--- src/hdl/precomp_pkg.sv ---
// Constants and lookups for the write precompensation and PLL control block
package precomp_pkg;
  localparam int unsigned CLK_HZ = 100_000_000;
  localparam int unsigned CLK_MHZ = CLK_HZ / 1_000_000;
  localparam int unsigned NS_PER_US = 1000;

  // Data rate codes
  localparam logic [1:0] RATE_500K = 2'h0;
  localparam logic [1:0] RATE_300K = 2'h1;
  localparam logic [1:0] RATE_250K = 2'h2;
  localparam logic [1:0] RATE_1M = 2'h3;
  localparam logic [1:0] RATE_RESET = RATE_250K;
  localparam int unsigned BPS_250K = 250_000;
  localparam int unsigned BPS_300K = 300_000;
  localparam int unsigned BPS_500K = 500_000;
  localparam int unsigned BPS_1M = 1_000_000;

  // Precompensation shifts in ns, and in cycles rounded up
  localparam int unsigned SHIFT_250_NS = 250;
  localparam int unsigned SHIFT_208_NS = 208;
  localparam int unsigned SHIFT_125_NS = 125;
  localparam int unsigned SHIFT_83_NS = 83;
  localparam logic [4:0] STEP_250 = 5'((SHIFT_250_NS * CLK_MHZ + NS_PER_US - 1) / NS_PER_US);
  localparam logic [4:0] STEP_208 = 5'((SHIFT_208_NS * CLK_MHZ + NS_PER_US - 1) / NS_PER_US);
  localparam logic [4:0] STEP_125 = 5'((SHIFT_125_NS * CLK_MHZ + NS_PER_US - 1) / NS_PER_US);
  localparam logic [4:0] STEP_83 = 5'((SHIFT_83_NS * CLK_MHZ + NS_PER_US - 1) / NS_PER_US);

  // Encoded cell is half a data bit; longest time, rounded down
  localparam logic [7:0] CELL_250K = 8'(CLK_HZ / (2 * BPS_250K));
  localparam logic [7:0] CELL_300K = 8'(CLK_HZ / (2 * BPS_300K));
  localparam logic [7:0] CELL_500K = 8'(CLK_HZ / (2 * BPS_500K));
  localparam logic [7:0] CELL_1M = 8'(CLK_HZ / (2 * BPS_1M));

  // Loop oscillator cycles between phase comparisons
  localparam logic [4:0] DIV_1M = 5'h04;
  localparam logic [4:0] DIV_500K = 5'h08;
  localparam logic [4:0] DIV_LOW = 5'h10;

  // Register map (byte addresses) and fields
  localparam logic [11:0] REG_CONTROL = 12'h000;
  localparam logic [11:0] REG_MODE = 12'h004;
  localparam logic [11:0] REG_STATUS = 12'h008;
  localparam int unsigned MODE_PUMP_BIT = 0;
  localparam int unsigned MODE_GATE_BIT = 1;
  localparam int unsigned ST_STRAP_BIT = 2;
  localparam int unsigned ST_UNDERRUN_BIT = 3;
  localparam int unsigned ST_WRITING_BIT = 4;
  localparam int unsigned ST_DIV_LSB = 5;
  localparam int unsigned ST_VCO_BIT = 10;
  localparam int unsigned ST_STEP_LSB = 11;

  typedef enum logic [1:0] {
    TAP_EARLY = 2'b00,
    TAP_NOMINAL = 2'b01,
    TAP_LATE = 2'b10
  } precomp_tap_t;

  function automatic logic [4:0] step_cycles(input logic [1:0] rate, input logic scaled);
    logic [4:0] s;
    s = STEP_125;
    unique case (rate)
      RATE_1M: s = STEP_83;
      RATE_500K: s = STEP_125;
      RATE_300K: s = scaled ? STEP_208 : STEP_125;
      RATE_250K: s = scaled ? STEP_250 : STEP_125;
    endcase
    return s;
  endfunction

  function automatic logic [7:0] cell_cycles(input logic [1:0] rate);
    logic [7:0] c;
    c = CELL_250K;
    unique case (rate)
      RATE_1M: c = CELL_1M;
      RATE_500K: c = CELL_500K;
      RATE_300K: c = CELL_300K;
      RATE_250K: c = CELL_250K;
    endcase
    return c;
  endfunction
endpackage

--- src/hdl/write_precomp_pll_control.sv ---
// Write precompensation, PLL divider, filter switching and PLL diagnostics
//
// Decided for this implementation: the APB register port and the address map.
`timescale 1ns/1ps

// Functional notes
// Precompensation uses one three-stage shift register whose taps feed write data.
// Tap chosen per pulse: early, nominal or late from neighbouring cells.
// Strap low: 125 ns shift, except 83 ns at 1 Mb/s.
// Strap high: 250/208/125/83 ns at 250k/300k/500k/1M.
// Diagnostic mode one drives pump activity onto the shared strap pin.
// Pump monitor is high while the charge pump corrects phase.
// Diagnostic mode two lets an external gate force track or reference.
// Software enables diagnostic modes by mode bits; both off otherwise.
// Feedback divider 4 at 1M, 8 at 500k, 16 at 300k and 250k.
// Oscillator centre 4 MHz except 4.8 MHz at 300 kb/s.
// Mid switch only at 500k, low switch at 250k/300k, none at 1M.
// After reset the data rate is 250 kb/s.
// Strap sampled only while not writing, frozen during a write.
module write_precomp_pll_control #(
  parameter int unsigned WIDTH = 8,
  parameter int unsigned DEPTH = 2
) (
  input wire logic clk,
  input wire logic reset,
  input wire logic psel,
  input wire logic penable,
  input wire logic pwrite,
  input wire logic [11:0] paddr,
  input wire logic [31:0] pwdata,
  output logic [31:0] prdata,
  output logic pready,
  output logic pslverr,
  input wire logic write_enable,
  input wire logic cell_word_valid,
  input wire logic [WIDTH-1:0] cell_word,
  output logic cell_word_ready,
  output logic write_data,
  input wire logic pump_up,
  input wire logic pump_down,
  input wire logic pump_monitor_precomp_select_pin_in,
  output logic pump_monitor_precomp_select_pin_out,
  output logic pump_monitor_precomp_select_pin_oe_n,
  input wire logic core_read_gate,
  input wire logic ext_read_gate,
  output logic track_data,
  output logic [4:0] pll_divider,
  output logic vco_center_high,
  output logic filter_switch_low_rate,
  output logic filter_switch_mid_rate
);
  if (WIDTH < 1 || WIDTH > 32 || DEPTH != 2) begin : bad_params
    $error("write_precomp_pll_control: WIDTH 1..32 and DEPTH 2 only");
  end

  localparam int unsigned CW = $clog2(WIDTH + 1);
  localparam logic [CW-1:0] WORD_LAST = CW'(WIDTH - 1);

  logic [1:0] rate_q;
  logic pump_mon_en_q, ext_gate_en_q, underrun_q;
  logic pready_q, pslverr_q;
  logic [31:0] prdata_q;
  logic access, setup_phase;

  // APB: one wait state, answer registered
  assign setup_phase = psel && penable && !pready_q;
  assign access = psel && penable && pready_q;

  always_ff @(posedge clk or posedge reset) begin
    if (reset) begin
      pready_q <= 1'b0;
      pslverr_q <= 1'b0;
      prdata_q <= 32'h0;
    end else begin
      pready_q <= setup_phase;
      pslverr_q <= setup_phase && !(paddr == precomp_pkg::REG_CONTROL ||
                   paddr == precomp_pkg::REG_MODE || paddr == precomp_pkg::REG_STATUS);
      if (setup_phase && !pwrite) begin
        prdata_q <= read_word(paddr);
      end else if (access) begin
        prdata_q <= 32'h0;
      end
    end
  end

  always_ff @(posedge clk or posedge reset) begin
    if (reset) begin
      rate_q <= precomp_pkg::RATE_RESET;
      pump_mon_en_q <= 1'b0;
      ext_gate_en_q <= 1'b0;
    end else if (access && pwrite) begin
      if (paddr == precomp_pkg::REG_CONTROL) begin
        rate_q <= pwdata[1:0];
      end
      if (paddr == precomp_pkg::REG_MODE) begin
        pump_mon_en_q <= pwdata[precomp_pkg::MODE_PUMP_BIT];
        ext_gate_en_q <= pwdata[precomp_pkg::MODE_GATE_BIT];
      end
    end
  end

  // Synchronisers: three stages, change taken once stages two and three agree
  logic [2:0] strap_s, pump_s, gate_s;
  logic strap_f, pump_f, gate_f, strap_q;

  always_ff @(posedge clk or posedge reset) begin
    if (reset) begin
      strap_s <= 3'h0;
      pump_s <= 3'h0;
      gate_s <= 3'h0;
      strap_f <= 1'b0;
      pump_f <= 1'b0;
      gate_f <= 1'b0;
    end else begin
      strap_s <= {strap_s[1:0], pump_monitor_precomp_select_pin_in};
      pump_s <= {pump_s[1:0], pump_up || pump_down};
      gate_s <= {gate_s[1:0], ext_read_gate};
      if (strap_s[1] == strap_s[2]) begin
        strap_f <= strap_s[2];
      end
      if (pump_s[1] == pump_s[2]) begin
        pump_f <= pump_s[2];
      end
      if (gate_s[1] == gate_s[2]) begin
        gate_f <= gate_s[2];
      end
    end
  end

  // Strap held through a write and while the pin is driven
  always_ff @(posedge clk or posedge reset) begin
    if (reset) begin
      strap_q <= 1'b0;
    end else if (!write_enable && !pump_mon_en_q && pump_monitor_precomp_select_pin_oe_n) begin
      strap_q <= strap_f;
    end
  end

  // Diagnostic pin and read gate outputs
  always_ff @(posedge clk or posedge reset) begin
    if (reset) begin
      pump_monitor_precomp_select_pin_out <= 1'b0;
      pump_monitor_precomp_select_pin_oe_n <= 1'b1;
      track_data <= 1'b0;
    end else begin
      pump_monitor_precomp_select_pin_out <= pump_mon_en_q && pump_f; // see
      pump_monitor_precomp_select_pin_oe_n <= !pump_mon_en_q;
      track_data <= ext_gate_en_q ? gate_f : core_read_gate;
    end
  end

  // PLL divider, oscillator centre and filter switches
  always_ff @(posedge clk or posedge reset) begin
    if (reset) begin
      pll_divider <= precomp_pkg::DIV_LOW;
      vco_center_high <= 1'b0;
      filter_switch_low_rate <= 1'b1;
      filter_switch_mid_rate <= 1'b0;
    end else begin
      pll_divider <= (rate_q == precomp_pkg::RATE_1M) ? precomp_pkg::DIV_1M :
                     (rate_q == precomp_pkg::RATE_500K) ? precomp_pkg::DIV_500K :
                     precomp_pkg::DIV_LOW;
      vco_center_high <= rate_q == precomp_pkg::RATE_300K;
      filter_switch_mid_rate <= rate_q == precomp_pkg::RATE_500K;
      filter_switch_low_rate <= rate_q == precomp_pkg::RATE_250K ||
                                rate_q == precomp_pkg::RATE_300K;
    end
  end

  // Two-entry word buffer
  logic [WIDTH-1:0] mem [DEPTH];
  logic wr_ptr_q, rd_ptr_q;
  logic [1:0] count_q, count_d;
  logic push, pop, drain_ready;

  assign push = cell_word_valid && cell_word_ready;
  assign pop = drain_ready && count_q != 2'h0;
  assign count_d = 2'(count_q + {1'b0, push} - {1'b0, pop});

  always_ff @(posedge clk or posedge reset) begin
    if (reset) begin
      wr_ptr_q <= 1'b0;
      rd_ptr_q <= 1'b0;
      count_q <= 2'h0;
      cell_word_ready <= 1'b0;
    end else begin
      wr_ptr_q <= wr_ptr_q ^ push;
      rd_ptr_q <= rd_ptr_q ^ pop;
      count_q <= count_d;
      cell_word_ready <= count_d != 2'(DEPTH);
    end
  end

  always_ff @(posedge clk) begin
    if (push) begin
      mem[wr_ptr_q] <= cell_word;
    end
  end

  // Cell timing and serialiser
  logic [7:0] cell_cnt_q;
  logic [WIDTH-1:0] word_q;
  logic [CW-1:0] left_q;
  logic cell_tick, next_cell;
  logic [4:0] win_q, win_d;
  precomp_pkg::precomp_tap_t tap_d, tap_q;

  assign cell_tick = write_enable && cell_cnt_q == 8'h0;
  assign drain_ready = cell_tick && left_q == '0;
  assign next_cell = (left_q != '0) ? word_q[0] : (pop ? mem[rd_ptr_q][0] : 1'b0);
  assign win_d = {win_q[3:0], next_cell};

  // Pulse moves toward its nearer neighbour to offset peak shift
  always_comb begin
    tap_d = precomp_pkg::TAP_NOMINAL;
    if (win_d[3] && !win_d[1]) begin
      tap_d = precomp_pkg::TAP_EARLY;
    end else if (win_d[1] && !win_d[3]) begin
      tap_d = precomp_pkg::TAP_LATE;
    end else if (!win_d[3] && !win_d[1] && win_d[4] != win_d[0]) begin
      tap_d = win_d[4] ? precomp_pkg::TAP_EARLY : precomp_pkg::TAP_LATE;
    end
  end

  always_ff @(posedge clk or posedge reset) begin
    if (reset) begin
      cell_cnt_q <= 8'h0;
      word_q <= '0;
      left_q <= '0;
      win_q <= 5'h0;
      underrun_q <= 1'b0;
    end else begin
      if (!write_enable) begin
        cell_cnt_q <= 8'h0;
        left_q <= '0;
        win_q <= 5'h0;
      end else if (cell_tick) begin
        cell_cnt_q <= 8'(precomp_pkg::cell_cycles(rate_q) - 8'h1);
        win_q <= win_d;
        if (left_q != '0) begin
          word_q <= word_q >> 1;
          left_q <= CW'(left_q - 1'b1);
        end else if (pop) begin
          word_q <= mem[rd_ptr_q] >> 1;
          left_q <= WORD_LAST;
        end
      end else begin
        cell_cnt_q <= 8'(cell_cnt_q - 8'h1);
      end
      if (drain_ready && count_q == 2'h0) begin
        underrun_q <= 1'b1;
      end else if (access && pwrite && paddr == precomp_pkg::REG_STATUS &&
                   pwdata[precomp_pkg::ST_UNDERRUN_BIT]) begin
        underrun_q <= 1'b0;
      end
    end
  end

  // Three-stage shift register stepped every precompensation interval
  logic [2:0] shift_q;
  logic [4:0] step_len, step_cnt_q;

  assign step_len = precomp_pkg::step_cycles(rate_q, strap_q); // see

  always_ff @(posedge clk or posedge reset) begin
    if (reset) begin
      shift_q <= 3'h0;
      step_cnt_q <= 5'h0;
      tap_q <= precomp_pkg::TAP_NOMINAL;
      write_data <= 1'b0;
    end else begin
      if (cell_tick) begin
        shift_q <= {2'h0, win_d[2]};
        step_cnt_q <= 5'(step_len - 5'h1);
        tap_q <= tap_d;
      end else if (step_cnt_q == 5'h0) begin
        shift_q <= {shift_q[1:0], 1'b0};
        step_cnt_q <= 5'(step_len - 5'h1);
      end else begin
        step_cnt_q <= 5'(step_cnt_q - 5'h1);
      end
      write_data <= write_enable && shift_q[tap_q];
    end
  end

  function automatic logic [31:0] read_word(input logic [11:0] addr);
    logic [31:0] w;
    w = 32'h0;
    if (addr == precomp_pkg::REG_CONTROL) begin
      w[1:0] = rate_q;
    end else if (addr == precomp_pkg::REG_MODE) begin
      w[precomp_pkg::MODE_PUMP_BIT] = pump_mon_en_q;
      w[precomp_pkg::MODE_GATE_BIT] = ext_gate_en_q;
    end else if (addr == precomp_pkg::REG_STATUS) begin
      w[1:0] = rate_q;
      w[precomp_pkg::ST_STRAP_BIT] = strap_q;
      w[precomp_pkg::ST_UNDERRUN_BIT] = underrun_q;
      w[precomp_pkg::ST_WRITING_BIT] = write_enable;
      w[precomp_pkg::ST_DIV_LSB +: 5] = pll_divider;
      w[precomp_pkg::ST_VCO_BIT] = vco_center_high;
      w[precomp_pkg::ST_STEP_LSB +: 5] = step_len;
    end
    return w;
  endfunction

  assign prdata = prdata_q;
  assign pready = pready_q;
  assign pslverr = pslverr_q;
endmodule

--- config.mk ---
export PLATFORM = sky130hd
export DESIGN_NAME = write_precomp_pll_control
export DESIGN_NICKNAME = d
export VERILOG_FILES = /design/src/hdl/precomp_pkg.sv /design/src/hdl/write_precomp_pll_control.sv
export SDC_FILE = /design/constraint.sdc
export NUM_CORES = 1
export LEC_CHECK = 0
export BUFFER_PORTS_ARGS = -buffer_cell sky130_fd_sc_hd__buf_2
export CAP_MARGIN = 0
export CORE_ASPECT_RATIO = 0.7
export CORE_MARGIN = 10
export CORE_UTILIZATION = 53
export DETAILED_ROUTE_END_ITERATION = 16
export PLACE_DENSITY = 0.8
export SKIP_LAST_GASP = 1
export SYNTH_ARGS = -nofsm -noshare
export SYNTH_HDL_FRONTEND = slang
export SYNTH_SLANG_ARGS = --single-unit
--- constraint.sdc ---
create_clock -name clk -period 3.7 [get_ports clk]
set_clock_uncertainty 0.05 [all_clocks]
set_input_delay 0.74 -clock clk [delete_from_list [all_inputs] [get_ports clk]]
set_output_delay 0.74 -clock clk [all_outputs]
set_load 0.05 [all_outputs]
==> out/metrics.yaml <==
regToRegStartpoint: "left_q[0]"
max_cap_violations: 0
ctsLongestPathBuffers: 2
critical_path_buf_inv_count: 3
finalWeightedCongestion: 0.8238
final.min_clock_period_ns: 2.736
global_route_wire_length_before_repair_um: 14650
start_util_pct: 54.95
synth_ff_type: "sky130_fd_sc_hd__dfrtp_1"
async_reset_ff_share_pct: 83.16
dr.max_layer_used: "met4"
layout.cells.most_common_list: "sky130_fd_sc_hd__dfrtp_1 (75), sky130_fd_sc_hd__buf_2 (60), sky130_fd_sc_hd__nor2_1 (34)"
grt_antenna_before_repair: 0
hold_violations: 0
rsz0062_at_grt: "no"
timing.max_slew.rel_slack_pct: 42.04
yosysUniqueCellTypes: 59
fin_worst_hold_slack_ns: 0.3020
avgSynthCellArea_um2: 11.49
design.final.nets: 512
setup.worst_path.start: "left_q[0]"
yosys_register_bits: 95
detail-route-antenna-nets: 0
dr.pass1.iters: 5
placement.io_buffers: 60
layout_commonest_cell: "sky130_fd_sc_hd__dfrtp_1"
setup-violations-final: 0
viasPerCell: 5.579
core_rows: 27
routed-via-count: 3024
insertion_delay_ns: 0.34
fmax_ghz: 0.3655
max-vdd-ir-drop_v: 0.0002967
startpoint_type: "flop"
met1Wirelength_um: 3984
synth.cell_area_mm2: 0.004344
maximum_cell_stage_delay_along_the_critical_path_ns: 0.61
dieArea_mm2: 0.01228
root_buffer: "sky130_fd_sc_hd__clkbuf_16"
detail_route.drc_violations: 0
timing.setup.tns_ns: 0
die_height_um: 95.75
number_of_buffers_inserted_during_clock_tree_synthesis: 9
proportion_of_layout_cells_with_a_drive_suffix_above_1_pct: 22.90
slew_viol_final: 0
postCtsHoldBufs: 0
path_max_fanout: 17
die_x_um: 128.2
dp_hpwl_um: 6634
post_cts.repair.setup_buffers: 0
clk_pin_slew_ns: 0.07
grt_overflow_total: 0
tightestPinTransition_ns: 0.8682
post_cts_resized: 0
timing.critical_path.required_ns: 3.88
drt_iter0_markers: 229
leakage_power_summed_over_all_cells_nw: 2.282
ys_seq_area_share_pct: 56.68
synth-edff-count: 16
timing.critical_path.arrival_ns: 2.92
syn_inst: 378
timing.critical_path.to_type: "flop"
route.met3.wl_um: 732
layout_worst_path_cycle_share_pct: 73.95
critPathKind: "flop to flop"
clkSinkCount: 95
cellPowerDensity_mw_per_mm2: 681.7
timing.critical_path.slowest_stage_cell: "sky130_fd_sc_hd__or3b_1"
worstHoldPathType: "flop to flop"
worst_min_path_start: "pump_s[0]"
grt_util_all_layers_pct: 14.79
drt-wirelength-per-cell_um: 16.75
area.growth.synth_to_final_pct: 13.39
yosysWarnings: 0
tritoncts: "built"
critical_path.cell_chain: "inv_1 -> ha_1 -> or3b_1 -> nor2_1 -> nand3_1 -> inv_1 -> ha_1 -> inv_1 -> ha_1 -> xnor2_1 -> xnor2_1 -> nand2b_1"
cpLargestDelayFamily: "simple AND/OR/NAND/NOR gates"
drt_wl_total_um: 9077
core-area_mm2: 0.007905
grt_start_max_net_pins: 42
clock_tree.htree_level_count: 3
antennaDiodeCount: 0
wl_met2_um: 4241
result_of_the_run: "finished clean"
grt_pass1_vias: 2982
fill_cells: 615
num_io_pins: 111
[final timing paths]
path / depth (start not counted) / slack, ns / end
setup / recovery: 12 / 0.96 / cell_word_ready
hold / removal: 0 / 0.30 / pump_s[1]
setup reg to reg: 12 / 0.96 / cell_word_ready
hold reg to reg: 0 / 0.30 / pump_s[1]
max in group asynchronous: 3 / 2.31 / tap_q[0]
min in group asynchronous: 2 / 0.53 / track_data
[kinds of logic after synthesis]
kind of cell	share of synthesized area (%)
AND/OR/NAND/NOR	14.43
adder cells (fa/ha/maj)	4.147
AO/OA/AOI/OAI	11.03
other	0.08632
flip-flops	56.68
buffers and inverters	7.575
XOR/XNOR	1.008
multiplexers	5.040
[Yosys cell counts (2+ instances only)]
master | count | area (um2)
sky130_fd_sc_hd__dfrtp_1 | 75 | 1877
sky130_fd_sc_hd__nor2_1 | 34 | 127.6
sky130_fd_sc_hd__buf_4 | 24 | 180.2
sky130_fd_sc_hd__inv_1 | 22 | 82.58
sky130_fd_sc_hd__o21ai_0 | 20 | 100.1
sky130_fd_sc_hd__a21oi_1 | 17 | 85.08
sky130_fd_sc_hd__nand2_1 | 17 | 63.81
sky130_fd_sc_hd__edfxtp_1 | 16 | 480.5
sky130_fd_sc_hd__mux2i_1 | 14 | 140.1
sky130_fd_sc_hd__nor3_1 | 13 | 65.06
sky130_fd_sc_hd__a22o_1 | 12 | 105.1
sky130_fd_sc_hd__ha_1 | 12 | 150.1
sky130_fd_sc_hd__mux2_2 | 7 | 78.83
sky130_fd_sc_hd__nand3_1 | 7 | 35.03
sky130_fd_sc_hd__buf_2 | 5 | 25.02
sky130_fd_sc_hd__clkbuf_1 | 5 | 18.77
sky130_fd_sc_hd__nand4_1 | 5 | 31.28
sky130_fd_sc_hd__or3_1 | 5 | 31.28
sky130_fd_sc_hd__dfstp_2 | 4 | 105.1
sky130_fd_sc_hd__nor4_1 | 4 | 25.02
sky130_fd_sc_hd__and2_1 | 3 | 18.77
sky130_fd_sc_hd__maj3_1 | 3 | 30.03
sky130_fd_sc_hd__nor3b_1 | 3 | 22.52
sky130_fd_sc_hd__o31ai_1 | 3 | 22.52
sky130_fd_sc_hd__or2_2 | 3 | 18.77
sky130_fd_sc_hd__xnor2_1 | 3 | 26.28
sky130_fd_sc_hd__a211oi_1 | 2 | 15.01
sky130_fd_sc_hd__a21o_1 | 2 | 15.01
sky130_fd_sc_hd__a32oi_1 | 2 | 17.52
sky130_fd_sc_hd__buf_6 | 2 | 22.52
sky130_fd_sc_hd__nand2b_1 | 2 | 12.51
sky130_fd_sc_hd__nor3_4 | 2 | 32.53
sky130_fd_sc_hd__o21bai_1 | 2 | 15.01
sky130_fd_sc_hd__or4_1 | 2 | 15.01
sky130_fd_sc_hd__xor2_1 | 2 | 17.52
[power by group]
| group | leakage [nW] | switching [mW] | total, mW | internal, mW |
|---|---|---|---|---|
| clock network | 0.138 | 0.396 | 0.897 | 0.500 |
| logic | 1.01 | 0.618 | 1.01 | 0.396 |
| registers | 1.14 | 0.174 | 1.45 | 1.27 |
| total | 2.28 | 1.19 | 3.36 | 2.17 |
[worst register-to-register path, cell delays in order, from the launching register on]
cell                       delay, ns
sky130_fd_sc_hd__dfrtp_1        0.40
sky130_fd_sc_hd__inv_1          0.09
sky130_fd_sc_hd__ha_1           0.16
sky130_fd_sc_hd__or3b_1         0.61
sky130_fd_sc_hd__nor2_1         0.26
sky130_fd_sc_hd__nand3_1        0.17
sky130_fd_sc_hd__inv_1          0.10
sky130_fd_sc_hd__ha_1           0.22
sky130_fd_sc_hd__inv_1          0.05
sky130_fd_sc_hd__ha_1           0.14
sky130_fd_sc_hd__xnor2_1        0.13
sky130_fd_sc_hd__xnor2_1        0.17
sky130_fd_sc_hd__nand2b_1       0.08
[routing by layer]
layer	track usage (%)	up-vias
met3	5.162	12
met2	23.90	116
met1	18.46	1470
li1	-	1426
met4	4.486	0
met5	0	-
[stage by stage]
| stage | cells | area, um2 | setup slack (ns) | util [%] | power, mW |
|---|---|---|---|---|---|
| floorplan | 398 | 4419 | 0.8932 | - | 2.284 |
| global placement | 526 | 4634 | 1.043 | 58.63 | 2.397 |
| detailed placement | 526 | 4634 | 0.9804 | 58.63 | 2.465 |
| CTS | 542 | 4926 | 0.9430 | 62.31 | 3.368 |
| global route | 542 | 4926 | 0.7473 | 62.31 | 3.554 |
| finish | 542 | 4926 | 0.9639 | 62.31 | 3.358 |
[cell type report]
type	count	area, um2	area share, %
sequential	95	2462	49.99
multi-input combinational	245	1628	33.05
timing repair buffer	63	335.3	6.807
clock buffer	11	254.0	5.156
tap	101	126.4	2.565
inverter	22	82.58	1.676
clock inverter	5	37.54	0.7620
[registers in the layout, indices dropped and copies added, names as in the netlist, 3 cells and up]
| register | flops |
|---|---|
| prdata | 13 |
| mem | 16 |
| pump_s | 3 |
| strap_s | 3 |
| step_cnt_q | 5 |
| gate_s | 3 |
| shift_q | 3 |
| left_q | 4 |
| word_q | 7 |
| cell_cnt_q | 8 |
| pll_divider | 3 |
| win_q | 4 |
No activity file was read; power rests on OpenSTA's default activity.
